===== src/hw/iosc_pkg.sv =====
// package: command codes, data numbers, bit positions and reset values for the i/o status command handler
package iosc_pkg;
    // ==================================================
    // command and data number codes
    localparam logic [7:0]  CMD_IO_READ      = 8'h12;
    localparam logic [7:0]  CMD_DEV_WRITE    = 8'h92;
    localparam logic [7:0]  CMD_IO_DISABLE   = 8'h90;
    localparam logic [7:0]  DN_EXT_IN_PINS   = 8'h40;
    localparam logic [7:0]  DN_COMM_IN_DEV   = 8'h60;
    localparam logic [7:0]  DN_EXT_OUT_PINS  = 8'hc0;
    localparam logic [7:0]  DN_OUT_DEV       = 8'h80;
    localparam logic [7:0]  DN_IN_DISABLE    = 8'h00;
    localparam logic [7:0]  DN_IN_ENABLE     = 8'h10;
    localparam logic [15:0] DISABLE_KEY      = 16'h1ea5;
    // ==================================================
    // field widths
    localparam int          EXT_IN_PINS_W    = 10;
    localparam int          EXT_OUT_PINS_W   = 7;
    // ==================================================
    // input device word bit positions
    localparam int          B_SERVO_ON       = 0;
    localparam int          B_FWD_LIMIT      = 1;
    localparam int          B_REV_LIMIT      = 2;
    localparam int          B_FORCED_STOP    = 16;
    // used bits of the input device word: 0-6, 10-12, 16-27, 29-31
    localparam logic [31:0] IN_DEV_USED_MASK = 32'hefff_1c7f;
    // exempt from disabling: forced stop and both stroke limits
    localparam logic [31:0] IN_EXEMPT_MASK   = 32'h0001_0006;
    // ==================================================
    // output device word: used bits 0,3,7,8,10,11,15,17-24
    localparam logic [31:0] OUT_DEV_USED_MASK = 32'h01fe_8d89;
    // ==================================================
    // register offsets of the master end
    localparam logic [11:0] OFS_CMD          = 12'h000;
    localparam logic [11:0] OFS_DATA         = 12'h004;
    localparam logic [11:0] OFS_STATUS       = 12'h008;
    localparam logic [11:0] OFS_ANSWER       = 12'h00c;
    // ==================================================
    // reset values
    localparam logic [31:0] IN_DEV_RESET     = 32'h0000_0000;
    localparam logic        IN_DIS_RESET     = 1'b0;
    // ==================================================
    // answer kinds
    typedef enum logic [1:0]
    {
        IOSC_ANS_NONE = 2'b00,
        IOSC_ANS_DATA = 2'b01,
        IOSC_ANS_ACK  = 2'b11,
        IOSC_ANS_ERR  = 2'b10
    } iosc_ans_t;
endpackage : iosc_pkg


===== src/hw/iosc_if.sv =====
// interface: command link between master end and device end
`timescale 1ns/1ps
interface iosc_if;
    logic                    req_valid;
    logic [7:0]              req_cmd;
    logic [7:0]              req_dnum;
    logic [31:0]             req_data;
    logic                    ans_valid;
    iosc_pkg::iosc_ans_t     ans_kind;
    logic [31:0]             ans_data;

    modport master
    (
        output req_valid,
        output req_cmd,
        output req_dnum,
        output req_data,
        input  ans_valid,
        input  ans_kind,
        input  ans_data
    );

    modport device
    (
        input  req_valid,
        input  req_cmd,
        input  req_dnum,
        input  req_data,
        output ans_valid,
        output ans_kind,
        output ans_data
    );
endinterface : iosc_if


===== src/hw/iosc_device.sv =====
// device end: answers i/o status reads, takes device writes and input disable
`timescale 1ns/1ps
// Notes on behaviour
// - read 4,0 returns ten input pins
// - each pin bit is one connector pin
// - set bit means on, sent as hex
// - read 6,0 returns communication input devices
// - input word low bits layout
// - input word bits 16 to 31
// - read c,0 returns seven output pins
// - output pin bits 0-6, rest unused
// - read 8,0 returns output device word
// - output word bits 0 to 15
// - output word bits 17 to 24
// - device states follow last written word
// - write 6,0 sets input devices per bit
// - master cannot turn off wired input
// - disable zeroes devices, analog, pulses
// - forced stop and limits never disabled
// - disable on 0,0 with key 1ea5
module iosc_device
(
    input  wire logic                  i_sys_clk,
    input  wire logic                  i_rst_n,
    iosc_if.device                     link,
    input  wire logic [9:0]            i_ext_in_pins,
    input  wire logic [6:0]            i_ext_out_pins,
    input  wire logic [31:0]           i_ext_in_dev,
    input  wire logic [31:0]           i_out_dev,
    input  wire logic [15:0]           i_analog_in,
    input  wire logic                  i_pulse_in,
    output logic      [31:0]           o_eff_in_dev,
    output logic      [15:0]           o_eff_analog,
    output logic                       o_eff_pulse,
    output logic                       o_in_disabled
);
    // ==================================================
    // pin synchronisers
    logic [9:0]  in_pins_s1_r;
    logic [9:0]  in_pins_s2_r;
    logic [6:0]  out_pins_s1_r;
    logic [6:0]  out_pins_s2_r;
    logic [31:0] ext_dev_s1_r;
    logic [31:0] ext_dev_s2_r;
    logic        pulse_s1_r;
    logic        pulse_s2_r;
    logic [31:0] comm_dev_r;
    logic        in_dis_r;
    logic [31:0] raw_dev;
    logic [31:0] rd_word_nxt;
    logic        rd_hit;
    // input device word after disable gate
    logic [31:0] gated_dev;
    // decoded link requests
    logic        key_ok;
    logic        wr_cmd;
    logic        dis_cmd;
    logic        en_cmd;

    always_ff @(posedge i_sys_clk)
    begin
        if (!i_rst_n)
        begin
            in_pins_s1_r  <= '0;
            in_pins_s2_r  <= '0;
            out_pins_s1_r <= '0;
            out_pins_s2_r <= '0;
            ext_dev_s1_r  <= '0;
            ext_dev_s2_r  <= '0;
            pulse_s1_r    <= 1'b0;
            pulse_s2_r    <= 1'b0;
        end
        else
        begin
            in_pins_s1_r  <= i_ext_in_pins;
            in_pins_s2_r  <= in_pins_s1_r;
            out_pins_s1_r <= i_ext_out_pins;
            out_pins_s2_r <= out_pins_s1_r;
            ext_dev_s1_r  <= i_ext_in_dev;
            ext_dev_s2_r  <= ext_dev_s1_r;
            pulse_s1_r    <= i_pulse_in;
            pulse_s2_r    <= pulse_s1_r;
        end
    end

    // ==================================================
    // command decode, shared by state updates
    assign key_ok  = link.req_data[15:0] == iosc_pkg::DISABLE_KEY;
    assign wr_cmd  = link.req_valid && link.req_cmd == iosc_pkg::CMD_DEV_WRITE
                     && link.req_dnum == iosc_pkg::DN_COMM_IN_DEV;
    assign dis_cmd = link.req_valid && link.req_cmd == iosc_pkg::CMD_IO_DISABLE && key_ok
                     && link.req_dnum == iosc_pkg::DN_IN_DISABLE;
    assign en_cmd  = link.req_valid && link.req_cmd == iosc_pkg::CMD_IO_DISABLE && key_ok
                     && link.req_dnum == iosc_pkg::DN_IN_ENABLE;

    // ==================================================
    // communication input devices, last word wins
    always_ff @(posedge i_sys_clk)
    begin
        if (!i_rst_n)
            comm_dev_r <= iosc_pkg::IN_DEV_RESET;
        else if (wr_cmd)
            comm_dev_r <= link.req_data & iosc_pkg::IN_DEV_USED_MASK;
    end

    // ==================================================
    // input disable state, a wrong key leaves it as it is
    always_ff @(posedge i_sys_clk)
    begin
        if (!i_rst_n)
            in_dis_r <= iosc_pkg::IN_DIS_RESET;
        else if (dis_cmd)
            in_dis_r <= 1'b1;
        else if (en_cmd)
            in_dis_r <= 1'b0;
    end

    // ==================================================
    // effective inputs seen by the drive
    assign raw_dev = ext_dev_s2_r | comm_dev_r;

    // ==================================================
    // per-bit disable gate, exempt bits keep following their sources
    for (genvar gi = 0; gi < 32; gi++)
    begin : g_gate
        assign gated_dev[gi] = raw_dev[gi] && (iosc_pkg::IN_EXEMPT_MASK[gi] || !in_dis_r);
    end

    always_ff @(posedge i_sys_clk)
    begin
        if (!i_rst_n)
        begin
            o_eff_in_dev  <= '0;
            o_eff_analog  <= '0;
            o_eff_pulse   <= 1'b0;
            o_in_disabled <= 1'b0;
        end
        else
        begin
            // disable is independent of the on/off word
            o_eff_in_dev  <= gated_dev;
            // analog reads as zero volts while disabled
            o_eff_analog  <= in_dis_r ? 16'h0000 : i_analog_in;
            o_eff_pulse   <= in_dis_r ? 1'b0 : pulse_s2_r;
            o_in_disabled <= in_dis_r;
        end
    end

    // ==================================================
    // read decode
    always_comb
    begin
        rd_word_nxt = 32'h0000_0000;
        rd_hit      = 1'b1;
        if (link.req_dnum == iosc_pkg::DN_EXT_IN_PINS)
            rd_word_nxt = {22'h000000, in_pins_s2_r};
        else if (link.req_dnum == iosc_pkg::DN_COMM_IN_DEV)
            rd_word_nxt = comm_dev_r & iosc_pkg::IN_DEV_USED_MASK;
        else if (link.req_dnum == iosc_pkg::DN_EXT_OUT_PINS)
            rd_word_nxt = {25'h0000000, out_pins_s2_r};
        else if (link.req_dnum == iosc_pkg::DN_OUT_DEV)
            rd_word_nxt = i_out_dev & iosc_pkg::OUT_DEV_USED_MASK;
        // any other data number is refused
        else
            rd_hit = 1'b0;
    end

    // ==================================================
    // answer register, one cycle after request
    always_ff @(posedge i_sys_clk)
    begin
        if (!i_rst_n)
        begin
            link.ans_valid <= 1'b0;
            link.ans_kind  <= iosc_pkg::IOSC_ANS_NONE;
            link.ans_data  <= '0;
        end
        else
        begin
            link.ans_valid <= link.req_valid;
            link.ans_data  <= '0;
            link.ans_kind  <= iosc_pkg::IOSC_ANS_NONE;
            if (link.req_valid)
            begin
                if (link.req_cmd == iosc_pkg::CMD_IO_READ && rd_hit)
                begin
                    link.ans_kind <= iosc_pkg::IOSC_ANS_DATA;
                    link.ans_data <= rd_word_nxt;
                end
                else if (link.req_cmd == iosc_pkg::CMD_DEV_WRITE
                         && link.req_dnum == iosc_pkg::DN_COMM_IN_DEV)
                    link.ans_kind <= iosc_pkg::IOSC_ANS_ACK;
                else if (link.req_cmd == iosc_pkg::CMD_IO_DISABLE
                         && link.req_data[15:0] == iosc_pkg::DISABLE_KEY
                         && (link.req_dnum == iosc_pkg::DN_IN_DISABLE
                             || link.req_dnum == iosc_pkg::DN_IN_ENABLE))
                    link.ans_kind <= iosc_pkg::IOSC_ANS_ACK;
                // unknown code or wrong key: error, no state change
                else
                    link.ans_kind <= iosc_pkg::IOSC_ANS_ERR;
            end
        end
    end
endmodule : iosc_device


===== src/flat_wrapper.sv =====
// flat-port wrapper written by rule: the top's interface ports become plain ports
module iosc_device_flat 
  (i_sys_clk, i_rst_n, i_ext_in_pins, i_ext_out_pins, i_ext_in_dev, i_out_dev, i_analog_in, i_pulse_in, o_eff_in_dev, o_eff_analog, o_eff_pulse, o_in_disabled, link_req_valid, link_req_cmd, link_req_dnum, link_req_data, link_ans_valid, link_ans_kind, link_ans_data);
  iosc_if link_i ();
  input  wire logic i_sys_clk;
  input  wire logic i_rst_n;
  input  wire logic [9:0] i_ext_in_pins;
  input  wire logic [6:0] i_ext_out_pins;
  input  wire logic [31:0] i_ext_in_dev;
  input  wire logic [31:0] i_out_dev;
  input  wire logic [15:0] i_analog_in;
  input  wire logic i_pulse_in;
  output logic      [31:0] o_eff_in_dev;
  output logic      [15:0] o_eff_analog;
  output logic o_eff_pulse;
  output logic o_in_disabled;
  input wire logic [$bits(link_i.req_valid)-1:0] link_req_valid;
  input wire logic [$bits(link_i.req_cmd)-1:0] link_req_cmd;
  input wire logic [$bits(link_i.req_dnum)-1:0] link_req_dnum;
  input wire logic [$bits(link_i.req_data)-1:0] link_req_data;
  output wire logic [$bits(link_i.ans_valid)-1:0] link_ans_valid;
  output wire logic [$bits(link_i.ans_kind)-1:0] link_ans_kind;
  output wire logic [$bits(link_i.ans_data)-1:0] link_ans_data;
  assign link_i.req_valid = link_req_valid;
  assign link_i.req_cmd = link_req_cmd;
  assign link_i.req_dnum = link_req_dnum;
  assign link_i.req_data = link_req_data;
  assign link_ans_valid = link_i.ans_valid;
  assign link_ans_kind = link_i.ans_kind;
  assign link_ans_data = link_i.ans_data;
  iosc_device u_core (.i_sys_clk(i_sys_clk), .i_rst_n(i_rst_n), .link(link_i), .i_ext_in_pins(i_ext_in_pins), .i_ext_out_pins(i_ext_out_pins), .i_ext_in_dev(i_ext_in_dev), .i_out_dev(i_out_dev), .i_analog_in(i_analog_in), .i_pulse_in(i_pulse_in), .o_eff_in_dev(o_eff_in_dev), .o_eff_analog(o_eff_analog), .o_eff_pulse(o_eff_pulse), .o_in_disabled(o_in_disabled));
endmodule

===== config.mk =====
export PLATFORM = sky130hd
export DESIGN_NAME = iosc_device_flat
export DESIGN_NICKNAME = d
export VERILOG_FILES = /design/src/hw/iosc_pkg.sv /design/src/hw/iosc_if.sv /design/src/hw/iosc_device.sv /design/src/flat_wrapper.sv
export SDC_FILE = /design/constraint.sdc
export NUM_CORES = 1
export LEC_CHECK = 0
export BUFFER_PORTS_ARGS = -buffer_cell sky130_fd_sc_hd__buf_4
export CORE_ASPECT_RATIO = 0.5
export CORE_MARGIN = 1.5
export CORE_UTILIZATION = 45
export CTS_BUF_LIST = sky130_fd_sc_hd__clkbuf_16
export DETAILED_ROUTE_END_ITERATION = 8
export PLACE_DENSITY = 0.74
export SYNTH_ARGS = -nofsm -noshare
export SYNTH_HDL_FRONTEND = slang
export SYNTH_SLANG_ARGS = --single-unit

===== constraint.sdc =====
create_clock -name i_sys_clk -period 3 [get_ports i_sys_clk]
set_clock_uncertainty 0.2 [all_clocks]
set_input_delay 0.6 -clock i_sys_clk [delete_from_list [all_inputs] [get_ports i_sys_clk]]
set_output_delay 0.6 -clock i_sys_clk [all_outputs]
set_load 0.02 [all_outputs]

# Word-level counts from Yosys, hierarchy flattened
# Index checks and enable logic that the tools add are counted.
[op_classes]
eq_ne = 9
muxes = 13
bitwise = 5
reduce_logical = 50
[op_table]
columns = ["op", "count"]
rows = [
  ["$mux 25", 2],
  ["$logic_and 1x1->1", 39],
  ["$eq 8x8->1 const B", 4],
  ["$mux 32", 1],
  ["$or 32x32->32", 1],
  ["$eq 16x13->1 const B", 1],
  ["$eq 8x5->1 const B", 2],
  ["$eq 8x7->1 const B", 2],
  ["$mux 10", 1],
  ["$mux 1", 9],
  ["$logic_not 8->1", 1],
  ["$reduce_or 7->1", 1],
  ["$reduce_or 6->1", 1],
  ["$not 1->1", 4],
  ["$reduce_or 4->1", 1],
  ["$reduce_and 3->1", 1],
  ["$reduce_or 3->1", 1],
  ["$reduce_and 2->1", 1],
  ["$reduce_bool 2->1", 1],
  ["$reduce_or 2->1", 1],
  ["$logic_not 1->1", 1],
  ["$logic_or 1x1->1", 1],
]
[totals]
register_bits = 211
input_bits = 149
out_inout_bits = 85
elab_cells = 98

# Logic depth before layout (Yosys ltp)
# Gate-level depths: netlist (run 1).
[logic_depth]
word_depth = 8
depth_mapped = 7
mapped_depth_nobuf = 4

# Least setup slack after synthesis (run 1)
# No wires, ideal clock.
[synth_path]
path_kind = "input-to-reg"
from = "in link_req_dnum[3]"
to = "reg u_core.comm_dev_r[23]"
setup_ps = 132
t_arrival_ps = 2194
required_time_ps = 2668
path_slack_ps = 474
cell_stages = 7
path_buffers = 3
path_cell_list = "or4_4 -> buf_6 -> or4_1 -> buf_2 -> buf_6 -> o21ai_1 -> a21oi_1"
[synth_between]
elab_chain_len = 2
[synth_lines]
columns = ["element", "line_no", "rtl"]
rows = [
  ["start, declared", "flat_wrapper.sv:19", "input wire logic [$bits(link_i.req_dnum)-1:0] link_req_dnum;"],
  ["$eq 8x7->1", "iosc_device.sv:90", "&& link.req_dnum == iosc_pkg::DN_COMM_IN_DEV;"],
  ["$logic_and 1x1->1", "iosc_device.sv:90", ""],
  ["end signal, assigned", "iosc_device.sv:101", "comm_dev_r <= iosc_pkg::IN_DEV_RESET;"],
  ["end signal, assigned", "iosc_device.sv:103", "comm_dev_r <= link.req_data & iosc_pkg::IN_DEV_USED_MASK;"],
  ["end, declared", "iosc_device.sv:47", "logic [31:0] comm_dev_r;"],
]
# Every way passes these cells.
# A chain may end at the register's enable or synchronous reset.

# Worst setup path after layout (run 1)
[layout_path]
from = "in link_req_dnum[3]"
to = "reg u_core.link.ans_data[3]"
[layout_between]
elab_chain_len = 7
word_cells_on_any_way = 14
cone_classes = "eq/ne: 4; mux: 8; reduce/logical: 2"
[layout_lines]
columns = ["element", "line_no", "rtl"]
rows = [
  ["$eq 8x8->1", "iosc_device.sv:161", "else if (link.req_dnum == iosc_pkg::DN_OUT_DEV)"],
  ["$mux 1", "iosc_device.sv:161", ""],
  ["$mux 1", "iosc_device.sv:159", "else if (link.req_dnum == iosc_pkg::DN_EXT_OUT_PINS)"],
  ["$mux 1", "iosc_device.sv:157", "else if (link.req_dnum == iosc_pkg::DN_COMM_IN_DEV)"],
  ["$mux 1", "iosc_device.sv:155", "if (link.req_dnum == iosc_pkg::DN_EXT_IN_PINS)"],
  ["$logic_and 1x1->1", "iosc_device.sv:185", "if (link.req_cmd == iosc_pkg::CMD_IO_READ && rd_hit)"],
  ["$reduce_and 3->1 (no line)", "n/a", ""],
  ["end signal, assigned", "iosc_device.sv:188", "link.ans_data <= rd_word_nxt;"],
  ["end, declared", "iosc_if.sv:31", "output ans_data"],
]
# Parallel ways exist; a longest one is shown, timed or not.

==> qor.txt, run 1 <==
FILL cells: 1142
Worst VDD drop: 0.000298 V
CP delay by family, top: simple AND/OR/NAND/NOR gates
Layout Nets: 946
# DRC: 0
Flops & latches, synth: 208
Status: completed
Initial Util: 0.467
Storage cell area: 4160 µm²
R2R cell count: 3
Commonest non-fill, non-tap cell in the layout: buf_4
Rel. slew slack: 0.624
Ys async rst share: 0
Share of layout cells above drive strength 1: 0.323
Worst-margin pin slew: 0.564 ns
HP Class: in -> reg
Setup-failing EPs final: 0
Main synth FF type: dfxtp_1
First-pass GRT wire length: 22.6 mm
Post-DR wirelength/cell: 14.8 µm
Multi-input logic area: 2050 µm²
Worst reg2reg startpoint: u_core.in_dis_r
Clock Latency Late Sink: 0.47 ns
H-tree depth: 1
Post-synth EDFFs: 0
Synth top area share: 0.651
Die area: 15000 µm²
Post-route ant nets: 0
Die width: 172 µm
Antenna Cells: 0
Post-Syn Area per Cell: 10.9 µm²
Min Hold Slack: 0.127 ns
Clock slew at reported path FFs: 0.07 ns
Std-Cell Rows: 30
Vias per cell: 4.68
DP HPWL: 10.0 mm
RR Endpoint: u_core.o_eff_analog[2]
Pins Over Slew Limit: 0
Most frequent cells in the layout: 224 x buf_4, 208 x dfxtp_1, 125 x and2_1
Kind of critical path: in -> reg
Largest net degree at the start of global routing: 75
Initial antenna violation count: 0
Number of global-route vias before repair: 4509
TritonCTS clock tree: built
Core Box Area: 13700 µm²
Sequential area share after synthesis: 0.651
WP buf/inv: 1
Fin. Hold Viols: 0
Setup TNS: 0 ns
Crit-path slowest cell: or4_4
CP Launch Type: primary input
Post-CTS setup buffers: 0
Leading area contributor after synthesis: dfxtp_1
Peak Freq: 441 MHz
Post-CTS resize count: 0
Maximum clock path buffer count: 3
Hold Startpoint: i_analog_in[4]
Hold Path End: u_core.o_eff_analog[4]
Area contributors post-synth: dfxtp_1 65%, and2_1 12%, o21a_1 2.6%
R2r setup slk: 1.63 ns
Gr ovfl total: 0
All-layer global routing usage: 0.195
Minimum clock period: 2.27 ns
CP peak stage delay: 0.61 ns
Clk sinks: 208
Vias: 4684
Drt first pass iters: 5
Lkg Pwr: 3.75 nW
Cell Pwr Density: 619 nW/µm²
# port buffers: 212
GP Congestion: 0.738
Final wirelength: 14.8 mm
Number of max-cap violations: 0
Yosys warns: 0
Critical path required time: 3.19 ns
CP Cell Sequence: buf_4 -> or4_4 -> a211oi_1 -> nand2_1 -> nor3_1
Num CTS Buffers: 18
Top-level I/O count: 234
Mapped Area: 6390 µm²
Hold_buf cts: 0
Synth cell types: 41
Chip height: 87.3 µm
P&R area growth vs syn: 36.7%
Hold path depth: 2
WP data arrival: 2.46 ns
Root buffer cell: clkbuf_16
Crit end category: register
Crit share post-route: 0.757
DR iter-0 viols: 234
Unrepaired setup endpoints after global routing: false
Gate Count Post-Synth: 587
Stages on worst setup path: 5
Crit Path Max Fanout: 11
cells in the mapped netlist (2+ instances only):
master,n
and4b_1,2
a22o_1,5
nor4b_1,2
nor3_1,4
buf_6,3
o21ai_1,19
a22oi_1,19
a21oi_1,27
buf_4,3
inv_1,6
nor2_1,38
nand3_1,26
nor4_2,2
dfxtp_1,208
nor2b_1,6
and2_1,125
or4_1,2
o21ai_0,6
clkbuf_1,23
nand2b_1,2
o22ai_1,2
buf_2,7
o21a_1,22
nand2_1,11
cell type report:
class | count | area share
Clock buffer | 19 | 0.0544
Clock inverter | 13 | 0.00974
Inverter | 6 | 0.00258
Multi-Input combinational cell | 338 | 0.234
Sequential cell | 208 | 0.477
Tap cell | 192 | 0.0275
Timing Repair Buffer | 225 | 0.195
routing by layer:
| layer | part of all wire | track usage |
|---|---|---|
| met2 | 0.48 | 0.341 |
| met1 | 0.43 | 0.249 |
| met5 | 0 | 0 |
| met3 | 0.067 | 0.0350 |
| met4 | 0.021 | 0.0590 |
sequential cells by signal, indices dropped and copies added (netlist names):
name and count:
u_core.o_in_disabled 1, u_core.ext_dev_s2_r 32, u_core.link.ans_valid 1, u_core.o_eff_pulse 1, u_core.in_pins_s2_r 10, u_core.link.ans_data 29, u_core.pulse_s2_r 1, u_core.pulse_s1_r 1
u_core.o_eff_in_dev 32, u_core.in_dis_r 1, u_core.out_pins_s1_r 7, u_core.out_pins_s2_r 7, u_core.link.ans_kind 2, u_core.in_pins_s1_r 10, u_core.o_eff_analog 16, u_core.ext_dev_s1_r 32
u_core.comm_dev_r 25
through the flow:
| step | setup WS, ns | instances | power, mW | instance area (µm²) | util |
|---|---|---|---|---|---|
| 4_1_cts | 0.710 | 1001 | 5.45 | 8740 | 0.638 |
| 2_1_floorplan | 0.474 | 589 | 3.07 | 6400 | - |
| 3_5_place_dp | 0.307 | 969 | 3.27 | 8180 | 0.597 |
| 3_3_place_gp | 0.342 | 969 | 3.27 | 8180 | 0.597 |
| 6_report | 0.730 | 1001 | 5.41 | 8740 | 0.638 |
| 5_1_grt | 0.555 | 1001 | 5.60 | 8740 | 0.638 |
report_power, final:
group	leakage (nW)	internal, mW	switching [mW]	total, mW
Combinational	1.75	0.194	0.147	0.340
Sequential	1.70	2.85	0.0203	2.87
Clock	0.294	1.23	0.963	2.20
Total	3.75	4.28	1.13	5.41
worst max path at each step:
stage | startpoint | end
global placement | link_req_cmd[0] | u_core.comm_dev_r[1]
CTS | link_req_dnum[3] | u_core.link.ans_data[3]
global route | link_req_dnum[3] | u_core.link.ans_data[3]
finish | link_req_dnum[3] | u_core.link.ans_data[3]
detailed placement | link_req_dnum[3] | u_core.comm_dev_r[3]
floorplan | link_req_dnum[3] | u_core.comm_dev_r[23]
kinds of logic after synthesis:
| kind of cell | Yosys count | share of synthesized area |
|---|---|---|
| and+or+nand+nor | 231 | 0.212 |
| other | 1 | 0.000587 |
| muxes | 1 | 0.00176 |
| DFF | 208 | 0.651 |
| AOI/OAI and AO/OA | 103 | 0.102 |
| buffers and inverters | 43 | 0.0319 |
No activity file was read; power rests on OpenSTA's default activity.
==> run 2, diff against run 1 <==
--- a/config.mk
+++ b/config.mk
@@ -5,13 +5,14 @@
 export SDC_FILE = /design/constraint.sdc
 export NUM_CORES = 1
 export LEC_CHECK = 0
+export ABC_AREA = 1
 export BUFFER_PORTS_ARGS = -buffer_cell sky130_fd_sc_hd__buf_4
 export CORE_ASPECT_RATIO = 0.5
 export CORE_MARGIN = 1.5
 export CORE_UTILIZATION = 45
 export CTS_BUF_LIST = sky130_fd_sc_hd__clkbuf_16
 export DETAILED_ROUTE_END_ITERATION = 8
-export PLACE_DENSITY = 0.74
+export PLACE_DENSITY = 0.73
 export SYNTH_ARGS = -nofsm -noshare
 export SYNTH_HDL_FRONTEND = slang
 export SYNTH_SLANG_ARGS = --single-unit
==> constraint.sdc (replaced) <==
create_clock -name i_sys_clk -period 2.11 [get_ports i_sys_clk]
set_clock_uncertainty 0.2 [all_clocks]
set_input_delay 0.422 -clock i_sys_clk [delete_from_list [all_inputs] [get_ports i_sys_clk]]
set_output_delay 0.422 -clock i_sys_clk [all_outputs]
set_load 0.02 [all_outputs]
==> run 2 against run 1 <==
Via count up 20%. Combinational power is 88% higher. Cell area rose by 14%. Hold slack lost 0.11 ns. Critical path depth up 6.
==> qor.txt, run 2 <==
Synth Area in Adders: 0 (unchanged)
Vias: 5610 (+20%)
Die area: 15700 µm² (+4.6%)
Lkg Pwr: 5.35 nW (+43%)
Root buffer cell: clkbuf_16
Worst VDD drop: 0.000471 V (+58%)
Clock Latency Late Sink: 0.47 ns (about the same)
Post-synth EDFFs: 0 (unchanged)
Vias per cell: 4.21 (-10%)
All-layer global routing usage: 0.203 (+0.00787)
Layout Nets: 1272 (+34%)
# DRC: 0 (unchanged)
Flops & latches, synth: 208 (unchanged)
Die width: 175 µm (+2.3%)
First-pass GRT wire length: 25.2 mm (+11%)
Synth cell types: 29 (-29%)
Number of global-route vias before repair: 5506 (+22%)
Placed Instance Area: 8460 µm² (+3.5%)
Commonest cells in the synthesized netlist: 208 x dfxtp_1, 177 x nand2_1, 168 x inv_1
Chip height: 89.2 µm (+2.3%)
Hold Startpoint: i_out_dev[11]
HP Class: in -> reg
Post-DR wirelength/cell: 12.1 µm (-18%)
Post-CTS setup buffers: 0 (unchanged)
Antenna Cells: 0 (unchanged)
CP Launch Type: primary input
Share of layout cells above drive strength 1: 0.244 (-0.0784)
DR iter-0 viols: 284 (+21%)
Initial antenna violation count: 0 (unchanged)
Ys async rst share: 0 (unchanged)
Clk sinks: 208 (unchanged)
Initial Util: 0.461 (-0.00513)
DP HPWL: 10.4 mm (+4.0%)
Commonest non-fill, non-tap cell in the layout: buf_4
Main synth FF type: dfxtp_1
Maximum clock path buffer count: 3 (unchanged)
Core Box Area: 14500 µm² (+5.9%)
Peak Freq: 554 MHz
Synth top area share: 0.622 (-0.0293)
Num CTS Buffers: 19 (+1)
Power Total: 7.76 mW (+44%)
Place WS: 0.0171 ns (-0.290 ns)
Gate Count Post-Synth: 816 (+39%)
Most numerous cell in the Yosys netlist: dfxtp_1
Post-route ant nets: 0 (unchanged)
TritonCTS clock tree: built
Top-level I/O count: 234 (unchanged)
Final Instance Area: 9940 µm² (+14%)
GP Congestion: 0.811 (+10%)
Cell Pwr Density: 781 nW/µm² (+26%)
Worst-margin pin slew: 0.676 ns (+0.113 ns)
Yosys warns: 0 (unchanged)
Crit end category: register
Gr ovfl total: 0 (unchanged)
Multi-input logic area: 1750 µm² (-15%)
Storage cell area: 4160 µm² (unchanged)
Critical path required time: 2.33 ns (-0.86 ns)
Kind of critical path: in -> reg
XOR/XNOR Fraction of Synth Area: 0 (unchanged)
FILL cells: 1151 (+0.79%)
Pins Over Slew Limit: 0 (unchanged)
Minimum clock period: 1.81 ns
Most frequent cells in the layout: 221 x buf_4, 208 x dfxtp_1, 176 x nand2_1
Largest registers: u_core.ext_dev_s1_r: 32 flops, u_core.ext_dev_s2_r: 32 flops, u_core.o_eff_in_dev: 32 flops
Rel. slew slack: 0.549 (-0.0751)
Crit share post-route: 0.856
Std-Cell Rows: 31 (+3.3%)
Setup TNS: 0 ns (unchanged)
Fin. Hold Viols: 0 (unchanged)
Post-Syn Area per Cell: 8.20 µm² (-25%)
Mux cell area share after synthesis: 0 (-0.00176)
Number of max-cap violations: 0 (unchanged)
Status: completed
Leading area contributor after synthesis: dfxtp_1
Area contributors post-synth: dfxtp_1 62%, nand2_1 9.9%, inv_1 9.4%
P&R area growth vs syn: 48.5%
Clock slew at reported path FFs: 0.07 ns (about the same)
Compound-Gate Fraction of Synth Area: 0.0250 (-0.0771)
WP data arrival: 2.02 ns (-0.44 ns)
Setup-failing EPs final: 0 (unchanged)
H-tree depth: 1 (unchanged)
Final wirelength: 16.2 mm (+9.0%)
Unrepaired setup endpoints after global routing: false
Mapped Area: 6690 µm² (+4.7%)
Final worst slack: 0.305 ns (-0.426 ns)
# port buffers: 212 (unchanged)
CP Launch Point: link_req_data[3]
Largest net degree at the start of global routing: 73 (-2.7%)
Crit Path Max Fanout: 3 (-8)
Worst reg2reg startpoint: u_core.in_dis_r
Post-CTS resize count: 0 (unchanged)
Sequential area share after synthesis: 0.622 (-0.0293)
Drt first pass iters: 4 (-1)
Simple-gate area share of the yosys netlist: 0.234 (+0.0218)
Largest family of logic cells by synthesized area: simple AND/OR/NAND/NOR gates
[run 2: timing repair]
| item | in CTS | in global routing |
|---|---|---|
| setup endpoints to repair | 0 | 0 |
| endpoints found under the hold margin | 93 | 0 |
| hold buffers | 93 | 0 |
[run 2: final cells by class]
class	instances	share of cell area
clock buffers	19	0.0478
inverters	172	0.0650
multi-input cells	408	0.176
repair buffers	314	0.261
flip-flops and latches	208	0.419
well taps	198	0.0249
clock inverters	13	0.00692
[run 2: cell families after synthesis]
group / Yosys count
and+or+nand+nor: 377
DFF: 208
buffers and inverters: 202
AOI/OAI and AO/OA: 28
other: 1
[run 2: routing by layer]
metal | wire, µm | up-vias | global-route usage
met5 | 0 | - | 0
met4 | 446 | 0 | 0.0730
met3 | 801 | 37 | 0.0391
met2 | 8240 | 155 | 0.384
met1 | 6670 | 2462 | 0.235
li1 | - | 2956 | -
[run 2: critical path, stage by stage]
cell and delay, ns:
dlygate4sd3_1 0.55, buf_4 0.15, nor2_1 0.09, nand3_1 0.11, nor2_1 0.16, nand2_1 0.07
nor2_1 0.21, nand2_1 0.09, nand2_1 0.07, inv_1 0.04, nor2_1 0.08
[run 2: metrics by stage]
step           hold slack [ns]  utilization  instances
2_1_floorplan            0.190            -        818
3_3_place_gp             0.193        0.583       1207
3_5_place_dp             0.195        0.583       1207
4_1_cts               0.000678        0.685       1332
5_1_grt                 0.0205        0.685       1332
6_report                0.0171        0.685       1332
[run 2: power by group]
group	total [mW]	switching, mW	leakage [nW]	internal (mW)
logic	0.640	0.276	3.36	0.365
clock network	3.04	1.39	0.285	1.65
registers	4.09	0.0347	1.70	4.05
total	7.76	1.70	5.35	6.06
[run 2: final timing paths]
kind	to	slack [ns]	depth (start not counted)
hold / removal	u_core.link.ans_data[11]	0.02	3
setup reg to reg	u_core.o_eff_analog[15]	0.96	4
hold reg to reg	u_core.o_eff_in_dev[13]	0.21	2
setup / recovery	u_core.in_dis_r	0.30	11
